**config.mk**
```make
export PLATFORM = sky130hd
export DESIGN_NAME = dcpc_top
export DESIGN_NICKNAME = d
export VERILOG_FILES = /design/src/hw/dcpc_channel.v /design/src/hw/dcpc_top.v
export VERILOG_INCLUDE_DIRS = /design/src /design/src/hw
export SDC_FILE = /design/constraint.sdc
export NUM_CORES = 1
export LEC_CHECK = 0
export CAP_MARGIN = 30
export CORE_MARGIN = 5
export CORE_UTILIZATION = 60
export CTS_CLUSTER_SIZE = 8
export DETAILED_ROUTE_END_ITERATION = 7
export DONT_BUFFER_PORTS = 1
export PLACE_DENSITY = 0.76
export SYNTH_ARGS = -nofsm -noshare
export SYNTH_HDL_FRONTEND = slang
export SYNTH_SLANG_ARGS = --single-unit
```
**constraint.sdc**
```tcl
create_clock -name pclk -period 5.5 [get_ports pclk]
set_input_delay 1.1 -clock pclk [delete_from_list [all_inputs] [get_ports pclk]]
set_output_delay 1.1 -clock pclk [all_outputs]
set_load 0.005 [all_outputs]
```
**src/hw/dcpc_defines.vh**
```
`ifndef DCPC_DEFINES_VH
`define DCPC_DEFINES_VH
// ==========================================================
// register byte offsets
`define DCPC_OFF_CTRL      12'h000
`define DCPC_OFF_START     12'h004
`define DCPC_OFF_END       12'h008
`define DCPC_OFF_STATUS    12'h00C
`define DCPC_OFF_MASK      12'h010
`define DCPC_OFF_CMD       12'h014
`define DCPC_OFF_RATIO     12'h018
`define DCPC_OFF_C0LO      12'h020
`define DCPC_OFF_C0HI      12'h024
`define DCPC_OFF_C1LO      12'h028
`define DCPC_OFF_C1HI      12'h02C
`define DCPC_OFF_BRKA      12'h030
// ==========================================================
// ctrl fields, per channel byte: [0] enable [1] range [2] weighted [7:3] event
`define DCPC_CTL_EN        0
`define DCPC_CTL_RANGE     1
`define DCPC_CTL_WEIGHT    2
`define DCPC_CTL_EVLO      3
`define DCPC_CTL_EVHI      7
`define DCPC_CH_STRIDE     8
// ==========================================================
// ratio codes and weighted steps
`define DCPC_RATIO_W       3
`define DCPC_STEP_3        6'h03
`define DCPC_STEP_4        6'h04
`define DCPC_STEP_6        6'h06
`define DCPC_STEP_8        6'h08
`define DCPC_STEP_12       6'h0C
`define DCPC_STEP_24       6'h18
`define DCPC_STEP_1        6'h01
// ==========================================================
// misc
`define DCPC_CNT_W         48
`define DCPC_EV_W          32
`define DCPC_EV_TIME       5'h1F
`define DCPC_CMD_INIT      0
`define DCPC_ST_OVF0       0
`define DCPC_ST_OVF1       1
`define DCPC_ST_BRKLOST    2
`define DCPC_ST_W          3
`define DCPC_ZERO32        32'h00000000
`endif

```
**src/hw/dcpc_channel.v**
```verilog
`timescale 1ns/1ps
`include "dcpc_defines.vh"
// one 48-bit measurement channel
module dcpc_channel (
    input  wire                    pclk,
    input  wire                    presetn,
    input  wire                    clk_en,
    input  wire                    clear,      // init command
    input  wire                    hit,        // counted condition this cycle
    input  wire                    weighted,
    input  wire [5:0]              step_w,     // weighted step
    output reg  [`DCPC_CNT_W-1:0]  count_reg,
    output reg                     ovf_pulse
);
    wire [5:0]             step  = weighted ? step_w : `DCPC_STEP_1;
    wire [`DCPC_CNT_W:0]   sum   = {1'b0, count_reg} + {{(`DCPC_CNT_W-5){1'b0}}, step};

    // ==========================================================
    // counter; carry out marks overflow
    always @(posedge pclk or negedge presetn) begin
        if (!presetn) begin
            count_reg <= {`DCPC_CNT_W{1'b0}};
            ovf_pulse <= 1'b0;
        end else if (clk_en) begin
            ovf_pulse <= 1'b0;
            if (clear) begin
                count_reg <= {`DCPC_CNT_W{1'b0}};
            end else if (hit) begin
                count_reg <= sum[`DCPC_CNT_W-1:0];
                ovf_pulse <= sum[`DCPC_CNT_W];
            end
        end
    end
endmodule

```
**src/hw/dcpc_top.v**
```verilog
`timescale 1ns/1ps
`include "dcpc_defines.vh"
// ==========================================================
// Summary of operation
// - per channel, whole run or address window
// - per channel, plain or ratio-weighted counting
// - plain mode adds one per counted cycle
// - weighted step 3..24 from clock ratio
// - counters are 48 bits wide
// - wrap sets sticky overflow, count invalid
// - shared comparators keep last written values
// - loading window overwrites break comparator setting
// - host reprograms break comparisons afterwards
// - init clears counts and overflow flags
module dcpc_top (
    input  wire        pclk,
    input  wire        presetn,
    input  wire        clk_en,
    input  wire        psel,
    input  wire        penable,
    input  wire        pwrite,
    input  wire [11:0] paddr,
    input  wire [31:0] pwdata,
    output reg  [31:0] prdata,
    output reg         pready,
    output reg         pslverr,
    input  wire        run_in,         // program running, async pin
    input  wire [31:0] pc_in,          // current pc, same clock
    input  wire [31:0] event_in,       // event strobes, same clock
    output reg         irq,
    output reg         brk_match       // break compare hit
);
    // ==========================================================
    // registers
    reg  [15:0]            ctrl_reg;        // two channel bytes
    reg  [31:0]            start_reg;       // shared start compare
    reg  [31:0]            end_reg;         // shared end compare
    reg  [31:0]            brka_reg;        // break compare address
    reg  [`DCPC_ST_W-1:0]  status_reg;      // sticky events
    reg  [`DCPC_ST_W-1:0]  mask_reg;        // interrupt enables
    reg  [2:0]             ratio_reg;       // cpu/bus ratio code
    reg  [1:0]             win_reg;         // inside-window per channel
    reg                    run_s1_reg;      // synchroniser stage 1
    reg                    run_s2_reg;      // synchroniser stage 2
    reg                    use_brk_reg;     // break comparator owned by break use
    wire [`DCPC_CNT_W-1:0] cnt0;
    wire [`DCPC_CNT_W-1:0] cnt1;
    wire [1:0]             ovf;
    wire [1:0]             hit;

    // ==========================================================
    // apb decode; one wait state
    wire acc      = psel & penable & pready;
    wire wr       = acc & pwrite;
    wire wr_start = wr & (paddr == `DCPC_OFF_START);
    wire wr_end   = wr & (paddr == `DCPC_OFF_END);
    wire wr_brka  = wr & (paddr == `DCPC_OFF_BRKA);
    wire init     = wr & (paddr == `DCPC_OFF_CMD) & pwdata[`DCPC_CMD_INIT];

    // known-offset check, used for the error answer only
    function known;
        input [11:0] a;
        begin
            known = (a == `DCPC_OFF_CTRL)  | (a == `DCPC_OFF_START) |
                    (a == `DCPC_OFF_END)   | (a == `DCPC_OFF_STATUS) |
                    (a == `DCPC_OFF_MASK)  | (a == `DCPC_OFF_CMD) |
                    (a == `DCPC_OFF_RATIO) | (a == `DCPC_OFF_C0LO) |
                    (a == `DCPC_OFF_C0HI)  | (a == `DCPC_OFF_C1LO) |
                    (a == `DCPC_OFF_C1HI)  | (a == `DCPC_OFF_BRKA);
        end
    endfunction

    // ratio code to weighted step
    function [5:0] ratio_step;
        input [2:0] r;
        begin
            case (r)
                3'h0:    ratio_step = `DCPC_STEP_3;
                3'h1:    ratio_step = `DCPC_STEP_4;
                3'h2:    ratio_step = `DCPC_STEP_6;
                3'h3:    ratio_step = `DCPC_STEP_8;
                3'h4:    ratio_step = `DCPC_STEP_12;
                default: ratio_step = `DCPC_STEP_24;
            endcase
        end
    endfunction

    wire [5:0] step_w    = ratio_step(ratio_reg);
    wire       start_hit = (pc_in == start_reg);
    wire       end_hit   = (pc_in == end_reg);

    // ==========================================================
    // register writes
    always @(posedge pclk or negedge presetn) begin
        if (!presetn) begin
            ctrl_reg    <= 16'h0000;
            start_reg   <= 32'h00000000;
            end_reg     <= 32'h00000000;
            brka_reg    <= 32'h00000000;
            mask_reg    <= {`DCPC_ST_W{1'b0}};
            ratio_reg   <= 3'h0;
            use_brk_reg <= 1'b1;
        end else if (clk_en) begin
            if (wr & (paddr == `DCPC_OFF_CTRL))
                ctrl_reg <= pwdata[15:0];
            if (wr & (paddr == `DCPC_OFF_MASK))
                mask_reg <= pwdata[`DCPC_ST_W-1:0];
            if (wr & (paddr == `DCPC_OFF_RATIO))
                ratio_reg <= pwdata[2:0];
            // one pair of comparators; last write wins for both channels
            if (wr_start)
                start_reg <= pwdata;
            if (wr_end)
                end_reg <= pwdata;
            // window load takes the break comparator over
            if (wr_start | wr_end | init)
                use_brk_reg <= 1'b0;
            else if (wr_brka)
                use_brk_reg <= 1'b1;
            if (wr_brka)
                brka_reg <= pwdata;
        end
    end

    // ==========================================================
    // run pin synchroniser and window tracking
    genvar g;
    always @(posedge pclk or negedge presetn) begin
        if (!presetn) begin
            run_s1_reg <= 1'b0;
            run_s2_reg <= 1'b0;
        end else if (clk_en) begin
            run_s1_reg <= run_in;
            run_s2_reg <= run_s1_reg;
        end
    end

    generate
        for (g = 0; g < 2; g = g + 1) begin : g_ch
            wire [7:0] c     = ctrl_reg[g*`DCPC_CH_STRIDE +: `DCPC_CH_STRIDE];
            wire [4:0] evsel = c[`DCPC_CTL_EVHI:`DCPC_CTL_EVLO];
            wire       ev    = (evsel == `DCPC_EV_TIME) ? 1'b1 : event_in[evsel];
            // window opens the cycle after start, closes at end
            always @(posedge pclk or negedge presetn) begin
                if (!presetn) begin
                    win_reg[g] <= 1'b0;
                end else if (clk_en) begin
                    if (init | end_hit)
                        win_reg[g] <= 1'b0;
                    else if (start_hit)
                        win_reg[g] <= 1'b1;
                end
            end
            // gating: range mode uses window, else whole run
            assign hit[g] = c[`DCPC_CTL_EN] & run_s2_reg & ev &
                            (c[`DCPC_CTL_RANGE] ? (win_reg[g] & ~end_hit) : 1'b1);
        end
    endgenerate

    dcpc_channel u_ch0 (
        .pclk      (pclk),
        .presetn   (presetn),
        .clk_en    (clk_en),
        .clear     (init),
        .hit       (hit[0]),
        .weighted  (ctrl_reg[`DCPC_CTL_WEIGHT]),
        .step_w    (step_w),
        .count_reg (cnt0),
        .ovf_pulse (ovf[0])
    );

    dcpc_channel u_ch1 (
        .pclk      (pclk),
        .presetn   (presetn),
        .clk_en    (clk_en),
        .clear     (init),
        .hit       (hit[1]),
        .weighted  (ctrl_reg[`DCPC_CH_STRIDE + `DCPC_CTL_WEIGHT]),
        .step_w    (step_w),
        .count_reg (cnt1),
        .ovf_pulse (ovf[1])
    );

    // ==========================================================
    // sticky status; set beats write-one clear, init clears all
    wire [`DCPC_ST_W-1:0] st_set = {wr_start | wr_end, ovf};
    wire [`DCPC_ST_W-1:0] st_clr = (wr & (paddr == `DCPC_OFF_STATUS)) ?
                                   pwdata[`DCPC_ST_W-1:0] : {`DCPC_ST_W{1'b0}};
    always @(posedge pclk or negedge presetn) begin
        if (!presetn) begin
            status_reg <= {`DCPC_ST_W{1'b0}};
        end else if (clk_en) begin
            if (init)
                status_reg <= {`DCPC_ST_W{1'b0}};
            else
                status_reg <= (status_reg & ~st_clr) | st_set;
        end
    end

    // ==========================================================
    // outputs, all registered
    always @(posedge pclk or negedge presetn) begin
        if (!presetn) begin
            prdata    <= 32'h00000000;
            pready    <= 1'b0;
            pslverr   <= 1'b0;
            irq       <= 1'b0;
            brk_match <= 1'b0;
        end else if (clk_en) begin
            irq       <= |(status_reg & mask_reg);
            brk_match <= use_brk_reg & (pc_in == brka_reg);
            // answer one cycle into access phase
            pready    <= psel & penable & ~pready;
            pslverr   <= psel & penable & ~pready & ~known(paddr);
            if (psel & ~pwrite) begin
                case (paddr)
                    `DCPC_OFF_CTRL:   prdata <= {16'h0000, ctrl_reg};
                    `DCPC_OFF_START:  prdata <= start_reg;
                    `DCPC_OFF_END:    prdata <= end_reg;
                    `DCPC_OFF_STATUS: prdata <= {29'h0, status_reg};
                    `DCPC_OFF_MASK:   prdata <= {29'h0, mask_reg};
                    `DCPC_OFF_RATIO:  prdata <= {29'h0, ratio_reg};
                    `DCPC_OFF_C0LO:   prdata <= cnt0[31:0];
                    `DCPC_OFF_C0HI:   prdata <= {16'h0000, cnt0[47:32]};
                    `DCPC_OFF_C1LO:   prdata <= cnt1[31:0];
                    `DCPC_OFF_C1HI:   prdata <= {16'h0000, cnt1[47:32]};
                    `DCPC_OFF_BRKA:   prdata <= brka_reg;
                    default:          prdata <= `DCPC_ZERO32;
                endcase
            end
        end
    end
endmodule

```
==> run_results.csv, run 1 <==
group,metric,value,unit
placed_design,placedCellCount,1748,
power_and_ir_drop,cellLeakagePower,6.968,nW
timing,fin_worst_skew,22.17,ps
cts,hold_buffers,0,
cells_and_area,utilization,0.6587,
synth,ys_warn_count,0,
synth,ys_seq_area_frac,0.4258,
cts,htree_levels,2,
synth,ys_types,89,
timing,maxSlewViolCount,0,
synth,synth_edf_count,0,
run,drv_cap,0,
timing,slew_headroom,0.2973,
cells_and_area,regArea,6482,µm²
routing,wl_per_cell,28.62,µm
timing,rsz0062_at_grt,"no",
outcome,status,"completed",
grt,grt_max_degree,260,
floorplan,row_count,58,
cells_and_area,final_layout_size_suffix_gt1_frac,0.1604,
setup_path,cp_max_fo,9,
routing,drc,0,
grt,grt-ovfl-total,0,
synth,yosys_register_bits,259,
timing,fin_setup_tns,0,ps
setup_path,crit_arrival,4200,ps
floorplan,die_height,169.3,µm
timing,period_share,0.6835,
setup_path,end_kind,"flip-flop",
setup_path,critPathLaunchType,"flip-flop",
cts,clkTransAtPathRegs,50,ps
grt,grt_pass1_vias,12863,
setup_path,critPathKind,"flip-flop to flip-flop",
cells_and_area,final_cells,1801,
synth,synth_top_flop_cell,"dfrtp_1",
power_and_ir_drop,power_density,256.0,nW/µm²
synth,syn_area_per_cell,10.19,µm²
grt,grt_pass1_wl,78230,µm
cts,clk_latency,530,ps
setup_path,required,5940,ps
cts,post_cts_resize_count,0,
routing,num_vias,13446,
routing,dr.pass1.iters,8,
cts,cts_setup_buffers,0,
cells_and_area,multi_input_area,8228,µm²
routing,drtIter0Drc,1988,
synth,synthCells,1494,
routing,via_per_inst,7.466,
synth,ys_async_sr_fraction,1.000,
floorplan,die_x,169.3,µm
cts,cts_made_buffers,38,
grt,track_usage,0.3515,
cells_and_area,antennaDiodeCount,0,
cells_and_area,area_growth,8.637,%
placed_design,io_buffer_count,0,
synth,syn-num-nets,1621,
timing,setup_viol,0,
floorplan,coreArea,25110,µm²
routing,final_antenna_net_count,0,
cts,clock_sinks,259,
synth,syn_area,15220,µm²
floorplan,die_area,28660,µm²
timing,fin_crit,3759,ps
cts,clockBufferDepth,3,
cells_and_area,fillerInstances,1940,
cells_and_area,finalNetCount,1585,
cts,tritoncts,"built",
floorplan,ios,151,
timing,worstMarginPinSlew,1050,ps
timing,fmax,266.0,MHz
placed_design,place_congestion,1.012,
timing,hold_ws,282.0,ps
floorplan,initial_core_util,0.6063,
power_and_ir_drop,ir_drop,0.2342,mV
cts,cts_root_buffer,"clkbuf_16",
grt,grt_antenna_before_repair,1,
timing,hold_viol_final,0,
placed_design,hpwl,36870,µm
routing,routed_wl,51540,µm
min_path,hold_path.class,"primary input to async pin",
cell usage after synthesis, types with 9 or more instances:
cell	count	area, µm²
a222oi_1	46	460.4
or3_1	12	75.07
xor2_1	29	254.0
a22o_1	10	87.58
o21ai_0	20	100.1
or4_1	38	285.3
nor2_1	67	251.5
nor4_1	25	156.4
a31oi_1	39	244.0
nand2_1	127	476.7
mux2_2	124	1396
a22oi_1	29	217.7
and4_1	13	113.9
clkbuf_1	82	307.8
mux2i_1	19	190.2
and3_1	16	100.1
a211o_1	11	96.34
a21o_1	19	142.6
nor3_1	22	110.1
o311ai_0	17	148.9
nand3_1	80	400.4
o211ai_1	52	390.4
xnor2_1	73	639.4
nand4_1	44	275.3
dfrtp_1	258	6456
inv_1	31	116.4
a21oi_1	24	120.1
mux4_2	9	202.7
ha_1	10	125.1
cell type report:
class | count | area share
clock buffer | 51 | 0.06294
clock inverter | 2 | 0.001967
inverter | 34 | 0.007716
multi-input combinational | 1099 | 0.4975
sequential | 259 | 0.3919
tap | 330 | 0.02496
timing repair buffer | 26 | 0.01301
stage by stage:
step	instance area [µm²]	total power, W	setup slack [ps]
final	16540	0.004234	1741
after global routing	16540	0.004351	1519
after CTS	16540	0.004254	1787
after detailed placement	15470	0.002125	1742
after global placement	15450	0.002125	1795
after floorplan	15220	0.002085	2198
final timing paths:
| path | end | cells after the start | slack, ps | startpoint |
|---|---|---|---|---|
| worst max-delay path | u_ch0.count_reg[44]$_DFFE_PN0P_ | 12 | 1740 | ratio_reg[2]$_DFFE_PN0P_ |
| worst min-delay path | run_s1_reg$_DFFE_PN0P_ | 0 | 280 | presetn |
| worst max register to register | u_ch0.count_reg[44]$_DFFE_PN0P_ | 12 | 1740 | ratio_reg[2]$_DFFE_PN0P_ |
| worst min register to register | prdata[10]$_DFFE_PN0P_ | 1 | 510 | prdata[10]$_DFFE_PN0P_ |
| max in group asynchronous | mask_reg[1]$_DFFE_PN0P_ | 0 | 4790 | presetn |
| min in group pclk | prdata[10]$_DFFE_PN0P_ | 1 | 510 | prdata[10]$_DFFE_PN0P_ |
worst max-delay path, stage by stage (launching register included):
cell and delay, ps:
dfrtp_1 470, or3_1 410, nand2_1 90, ha_1 160, inv_1 50, fa_1 390
nor2b_1 130, o21a_1 130, o21ai_0 250, a2111oi_0 900, nand4_1 190, or4_1 430
nand3_1 90
cell usage in the layout (no fill, tap or decap), types with 20 or more instances in the layout:
cell type	Yosys	layout
a31oi_1	39	39
nand3_1	80	80
nand4_1	44	44
nor2_1	67	64
buf_4	3	24
nor4_1	25	23
o21ai_0	20	20
dfrtp_1	258	258
xor2_1	29	29
clkbuf_16	0	39
mux2_2	124	124
inv_1	31	31
nand2_1	127	126
o211ai_1	52	52
or4_1	38	38
a22oi_1	29	29
a21oi_1	24	24
a222oi_1	46	46
xnor2_1	73	73
layer usage:
layer	track usage	up-vias	part of all wire
met1	0.4999	6618	0.38
met2	0.5258	973	0.44
met4	0.1348	2	0.042
met3	0.08479	143	0.14
met5	0	-	0.00025
li1	-	5710	-
kinds of logic after synthesis:
family	count (synthesis)	synth area share
compound gates	341	0.1765
mux	152	0.1175
xor+xnor	102	0.05868
flops	259	0.4258
buf+inv	136	0.03690
simple gates	491	0.1731
fa+ha+maj	13	0.01151
where the power goes:
part / internal, W / leakage, nW / total (W) / switching [W]
clock: 0.00130 / 0.521 / 0.00214 / 0.000832
combinational: 0.0000584 / 2.95 / 0.000135 / 0.0000763
sequential: 0.00194 / 3.49 / 0.00196 / 0.0000262
total: 0.00330 / 6.97 / 0.00423 / 0.000935
Power figures use the tool's default switching activity.
==> run 2: changes to the inputs <==
- ABC_AREA: not set -> 1
- clock period: 5.5 -> 3.7 ns (I/O delays scaled with it)
==> run_results.csv, run 2 <==
group,metric,value,unit
outcome,status,"complete, but fails checks",
outcome,violations,"hold timing",
timing,fmax,298.4,MHz
cts,cts_root_buffer,"clkbuf_16",
timing,setup_viol,0,
setup_path,worstReg2RegEnd,"u_ch1.ovf_pulse$_DFFE_PN0P_",
timing,period_share,0.9058,
cells_and_area,antennaDiodeCount,0,
routing,final_antenna_net_count,0,
setup_path,cp_max_fo,6,
floorplan,coreArea,28630,µm²
placed_design,placed_area,17520,µm²
cells_and_area,final_layout_size_suffix_gt1_frac,0.04850,
cells_and_area,final_common_cell,"nand2_1",
cts,clk_latency,530,ps
cells_and_area,finalNetCount,2652,
cts,htree_levels,2,
floorplan,ios,151,
synth,synth_top_flop_cell,"dfrtp_1",
routing,num_vias,17854,
cts,cts_made_buffers,38,
grt,grt-ovfl-total,0,
cells_and_area,final_cell_mix,"786 x nand2_1, 314 x nor2_1, 263 x inv_1",
grt,grt_antenna_before_repair,0,
cells_and_area,area_growth,7.090,%
timing,hold_viol_final,66,
cts,clockBufferDepth,3,
run,drv_cap,0,
timing,fin_worst_skew,17.77,ps
synth,synth_top_cell_area_share,0.3726,
power_and_ir_drop,power_density,341.7,nW/µm²
grt,grt_pass1_wl,99010,µm
power_and_ir_drop,cellLeakagePower,8.838,nW
min_path,hold_path.class,"primary input to async pin",
routing,via_per_inst,6.114,
routing,wl_per_cell,22.06,µm
routing,dr.pass1.iters,6,
placed_design,io_buffer_count,0,
placed_design,place_congestion,1.033,
timing,fin_crit,3351,ps
floorplan,die_height,179.9,µm
floorplan,die_x,179.9,µm
setup_path,r2r_start,"ratio_reg[1]$_DFFE_PN0P_",
cts,post_cts_resize_count,0,
setup_path,cp-startpoint,"ratio_reg[1]$_DFFE_PN0P_",
synth,syn-num-nets,2682,
synth,synthCells,2555,
timing,worst_slack,348.6,ps
synth,yosys-top-cells-area,"dfrtp_1 37%, nand2_1 17%, nor2_1 6.8%, inv_1 5.7%, nand3_1 5.5%",
floorplan,die_area,32380,µm²
timing,fin_setup_tns,0,ps
timing,slew_headroom,0.3848,
synth,ys_seq_area_frac,0.3741,
synth,syn_area_per_cell,6.782,µm²
cts,clkTransAtPathRegs,50,ps
power_and_ir_drop,finalPower,0.006340,W
routing,routed_wl,64410,µm
cts,tritoncts,"built",
synth,synth_most_common_cell,"nand2_1",
synth,synth_common_cells,"786 x nand2_1, 314 x nor2_1, 263 x inv_1",
placed_design,hpwl,48180,µm
setup_path,rrSetupSlack,350,ps
grt,grt_max_degree,260,
grt,grt_pass1_vias,16736,
placed_design,place_ws,535.4,ps
setup_path,required,4150,ps
setup_path,worstSetupEndpoint,"u_ch1.ovf_pulse$_DFFE_PN0P_",
timing,worstMarginPinSlew,920.5,ps
synth,syn_area,17330,µm²
power_and_ir_drop,ir_drop,0.3107,mV
synth,yosys.area.top_type,"dfrtp_1",
setup_path,critPathKind,"flip-flop to flip-flop",
floorplan,row_count,62,
timing,rsz0062_at_grt,"no",
cells_and_area,utilization,0.6483,
floorplan,initial_core_util,0.6053,
routing,drc,0,
synth,synth_edf_count,0,
cells_and_area,final_area,18560,µm²
setup_path,end_kind,"flip-flop",
setup_path,crit_arrival,3800,ps
synth,yosys_register_bits,259,
timing,hold_ws,-95.70,ps
synth,ys_async_sr_fraction,1.000,
synth,ys_types,49,
synth,ys_warn_count,0,
routing,drtIter0Drc,2536,
setup_path,rr_worst_depth,15,
timing,maxSlewViolCount,0,
grt,track_usage,0.3873,
cts,clock_sinks,259,
cts,cts_setup_buffers,0,
setup_path,critPathLaunchType,"flip-flop",
## run 2: cell count changes in the layout (fill, tap and decap cells not counted), sizes merged, moves of 47 or more
cell and delta:
nand2 +666, nor2 +254, inv +243, o21ai +150, nand3 +133, mux2 -124
a21oi +64, xor2 +47
## run 2: kinds of logic (layout without fill, tap and decap cells)
| logic type | Yosys count | in the layout | share of synthesized area |
|---|---|---|---|
| AO/OA/AOI/OAI | 351 | 351 | 0.1129 |
| XOR/XNOR | 121 | 121 | 0.06116 |
| adder cells (fa/ha/maj) | 12 | 12 | 0.009531 |
| buffers and inverters | 368 | 349 | 0.08874 |
| flip-flops | 259 | 259 | 0.3741 |
| AND/OR/NAND/NOR | 1444 | 1444 | 0.3535 |
## run 2: per-layer routing
layer | vias to the layer above | GRT usage | wire, µm
met4 | 0 | 0.1941 | 4070
met3 | 220 | 0.1002 | 8072
met1 | 8285 | 0.5286 | 24900
met5 | - | 0 | 0
met2 | 1196 | 0.5738 | 27360
li1 | 8153 | - | -
## run 2: layout make-up
cell class              instances  area, µm²
clock buffers                  49       1002
clock inverters                 2      36.28
fillers                      2668      10070
inverters                     277       1041
multi-input cells            1928       9319
flip-flops and latches        259       6482
well taps                     384      480.5
repair buffers                 21      195.2
## run 2: critical path, stage by stage, from the launching register on
cell and delay [ps]:
dfrtp_1 400, inv_1 120, nand3_1 150, nand2_1 190
ha_1 330, inv_1 90, fa_1 410, inv_1 120
nand3_1 70, nand2_1 150, nand2_1 120, nand2_1 100
nand2_1 160, nor4_1 280, nand4_1 330, o21bai_1 240
## run 2: worst min-delay path by stage
stage	start	endpoint	slack, ps	cells after the start
floorplan	presetn	brk_match$_DFFE_PN0P_	440	0
global placement	presetn	start_reg[20]$_DFFE_PN0P_	450	0
detailed placement	presetn	start_reg[20]$_DFFE_PN0P_	450	0
CTS	presetn	start_reg[18]$_DFFE_PN0P_	-100	0
global route	presetn	start_reg[20]$_DFFE_PN0P_	-100	0
finish	presetn	start_reg[18]$_DFFE_PN0P_	-100	0
## run 2: metrics by stage
step	cells	hold WS, ps
after CTS	2920	-96.72
after floorplan	2555	442.2
after global placement	2869	450.3
final	2920	-95.70
after global routing	2920	-98.64
after detailed placement	2869	452.1
## run 2: where the power goes
part           total, W  switching, W  internal [W]
clock network   0.00317       0.00129       0.00188
registers       0.00292     0.0000518       0.00287
logic          0.000246      0.000158     0.0000882
total           0.00634       0.00150       0.00484
==> run 3: changes to the inputs <==
--- a/config.mk
+++ b/config.mk
@@ -17,3 +17,4 @@
 export SYNTH_ARGS = -nofsm -noshare
 export SYNTH_HDL_FRONTEND = slang
+export SYNTH_HIERARCHICAL = 1
 export SYNTH_SLANG_ARGS = --single-unit
==> constraint.sdc (replaced) <==
create_clock -name pclk -period 3.7 [get_ports pclk]
set_input_delay 0 -clock pclk [delete_from_list [all_inputs] [get_ports pclk]]
set_output_delay 0 -clock pclk [all_outputs]
set_load 0.005 [all_outputs]
==> run_results.csv, run 3 <==
group,metric,value,unit
cts,clkTransAtPathRegs,50,ps
placed_design,hpwl,43350,µm
timing,slew_headroom,0.3632,
cts,cts_made_buffers,38,
power_and_ir_drop,power.switching,0.001423,W
timing,fin_setup_tns,0,ps
routing,wl_per_cell,19.16,µm
power_and_ir_drop,p_clk_frac,0.506,
cells_and_area,final_layout_size_suffix_gt1_frac,0.07269,
timing,fin_crit,3460,ps
placed_design,io_buffer_count,0,
routing,num_vias,17709,
power_and_ir_drop,cellLeakagePower,9.919,nW
synth,synth_top_cell_area_share,0.3674,
synth,synth_edf_count,0,
cells_and_area,finalNetCount,2785,
placed_design,place_ws,584.5,ps
power_and_ir_drop,power_density,325.5,nW/µm²
min_path,hold_path.class,"primary input to async pin",
grt,grt_antenna_before_repair,1,
setup_path,critical-path-top-delay-family,"buffers and inverters",
setup_path,slowest_stage,"dlygate4sd3_1",
setup_path,required,4170,ps
timing,setup_viol,0,
grt,grt-ovfl-total,0,
cells_and_area,final_cells,3054,
synth,synthCells,2623,
synth,synth_most_common_cell,"nand2_1",
grt,grt_pass1_wl,91290,µm
cts,tritoncts,"built",
synth,yosys-top-cells-area,"dfrtp_1 37%, nand2_1 19%, nand3_1 7.8%, inv_1 6.5%, nor2_1 6.1%",
placed_design,place_congestion,0.9810,
synth,yosys.area.top_type,"dfrtp_1",
cts,cts_setup_buffers,0,
synth,ys_types,49,
setup_path,cp_max_fo,4,
outcome,status,"complete, but fails checks",
synth,ys_seq_area_frac,0.3689,
floorplan,die_x,181.1,µm
power_and_ir_drop,intPower,0.004841,W
setup_path,path_buf_inv,6,
timing,period_share,0.9352,
setup_path,crit_arrival,3930,ps
power_and_ir_drop,sw_frac_of_total,0.2271,
setup_path,critPathLaunchType,"flip-flop",
floorplan,die_height,181.1,µm
synth,syn_area_per_cell,6.699,µm²
cts,hold_buffers,52,
routing,drc,0,
synth,synth_common_cells,"893 x nand2_1, 303 x inv_1, 284 x nor2_1",
timing,hold_ws,-813.5,ps
synth,yosys_register_bits,259,
cts,clock_sinks,259,
cells_and_area,final_area,19240,µm²
power_and_ir_drop,power_frac_comb,0.038,
cts,cts_root_buffer,"clkbuf_16",
synth,ys_async_sr_fraction,1.000,
floorplan,die_area,32810,µm²
routing,routed_wl,58510,µm
timing,worstMarginPinSlew,954.1,ps
cts,clk_latency,530,ps
synth,ys_warn_count,6,
timing,worst_slack,239.6,ps
setup_path,rrSetupSlack,240,ps
floorplan,row_count,62,
setup_path,critPathKind,"flip-flop to flip-flop",
cells_and_area,final_cell_mix,"893 x nand2_1, 303 x inv_1, 284 x nor2_1",
floorplan,initial_core_util,0.6105,
power_and_ir_drop,p_seq_frac,0.456,
cts,clockBufferDepth,3,
timing,fmax,289.0,MHz
outcome,violations,"hold timing",
timing,hold_viol_final,259,
cts,htree_levels,2,
setup_path,max_stage_delay,570,ps
floorplan,ios,151,
routing,dr.pass1.iters,6,
timing,maxSlewViolCount,0,
cells_and_area,area_growth,9.514,%
placed_design,placedCellCount,2948,
routing,drtIter0Drc,1987,
timing,fin_worst_skew,20.20,ps
placed_design,placed_area,17660,µm²
routing,via_per_inst,5.799,
grt,grt_max_degree,260,
setup_path,worstPathCellList,"inv_1, nand2_1, nand3_1, nor2_1, nand3_1, dlygate4sd3_1, nor2_1, dlygate4sd3_1, nand2_1, dlygate4sd3_1, nand2_1, nand2_1, dlygate4sd3_1, inv_1",
timing,rsz0062_at_grt,"no",
routing,final_antenna_net_count,0,
grt,track_usage,0.3477,
setup_path,end_kind,"flip-flop",
synth,synth_top_flop_cell,"dfrtp_1",
cells_and_area,final_common_cell,"nand2_1",
floorplan,coreArea,28780,µm²
synth,syn_area,17570,µm²
grt,grt_pass1_vias,16415,
run,drv_cap,0,
power_and_ir_drop,ir_drop,0.2855,mV
## run 3: changes by cell type after synthesis, moves of 35 or more
cell     delta
nand2_1   +107
nand3_1    +83
o21ai_1    +72
o21ai_0    -69
xor2_1     -54
a21oi_1    -47
inv_1      +40
o22ai_1    -35
## run 3: final cells by class
| cell class | instances | area (µm²) |
|---|---|---|
| fill | 2662 | 9538 |
| clock inverter | 3 | 37.54 |
| timing repair buffer | 65 | 630.6 |
| multi-input combinational | 1978 | 9412 |
| inverter | 314 | 1180 |
| antenna | 1 | 2.502 |
| sequential | 259 | 6482 |
| tap | 384 | 480.5 |
| clock buffer | 50 | 1017 |
## run 3: per-layer routing
| metal | vias up | global-route usage | wire length [µm] |
|---|---|---|---|
| met3 | 170 | 0.05872 | 5712 |
| li1 | 8361 | - | - |
| met4 | 2 | 0.1324 | 2551 |
| met2 | 912 | 0.5565 | 26680 |
| met1 | 8264 | 0.4763 | 23560 |
| met5 | - | 0 | 7 |
## run 3: stage by stage
| stage | power [W] | utilization | hold slack (ps) |
|---|---|---|---|
| after floorplan | 0.003047 | - | -295.6 |
| after global placement | 0.003087 | 0.6138 | -277.5 |
| after detailed placement | 0.003091 | 0.6138 | -275.4 |
| after CTS | 0.006284 | 0.6685 | -821.7 |
| after global routing | 0.006439 | 0.6685 | -821.6 |
| final | 0.006264 | 0.6686 | -813.5 |
## run 3: kinds of logic after synthesis
group	Yosys count	share of synthesized area
adder cells (fa/ha/maj)	14	0.01082
other	1	0.0002134
AO/OA/AOI/OAI	259	0.08111
flip-flops	259	0.3689
buffers and inverters	387	0.09563
AND/OR/NAND/NOR	1648	0.4159
XOR/XNOR	55	0.02742
## run 3: final timing paths
kind / startpoint / endpoint / depth (start not counted)
min in group pclk: paddr[4] / pslverr$_DFFE_PN0P_ / 6
worst min register to register: run_s1_reg$_DFFE_PN0P_ / run_s1_reg$_DFFE_PN0P_ / 2
worst max register to register: start_reg[0]$_DFFE_PN0P_ / win_reg[1]$_DFFE_PN0P_ / 14
worst min-delay path: presetn / ctrl_reg[15]$_DFFE_PN0P_ / 0
worst max-delay path: start_reg[0]$_DFFE_PN0P_ / win_reg[1]$_DFFE_PN0P_ / 14
max in group asynchronous: presetn / u_ch1/count_reg[39]$_DFFE_PN0P_ / 0
## run 3: power groups by stage
| stage | logic [W] | registers, W | clock network (W) |
|---|---|---|---|
| after floorplan | 0.000147 | 0.00290 | 0 |
| after global placement | 0.000185 | 0.00290 | 0 |
| after detailed placement | 0.000189 | 0.00290 | 0 |
| after CTS | 0.000234 | 0.00286 | 0.00319 |
| after global routing | 0.000260 | 0.00285 | 0.00332 |
| final | 0.000238 | 0.00286 | 0.00317 |
## run 3: what timing repair did
item | CTS | global route
setup endpoints to repair | 0 | 0
hold endpoints to repair | 486 | 259
gates resized for setup | 0 | 0
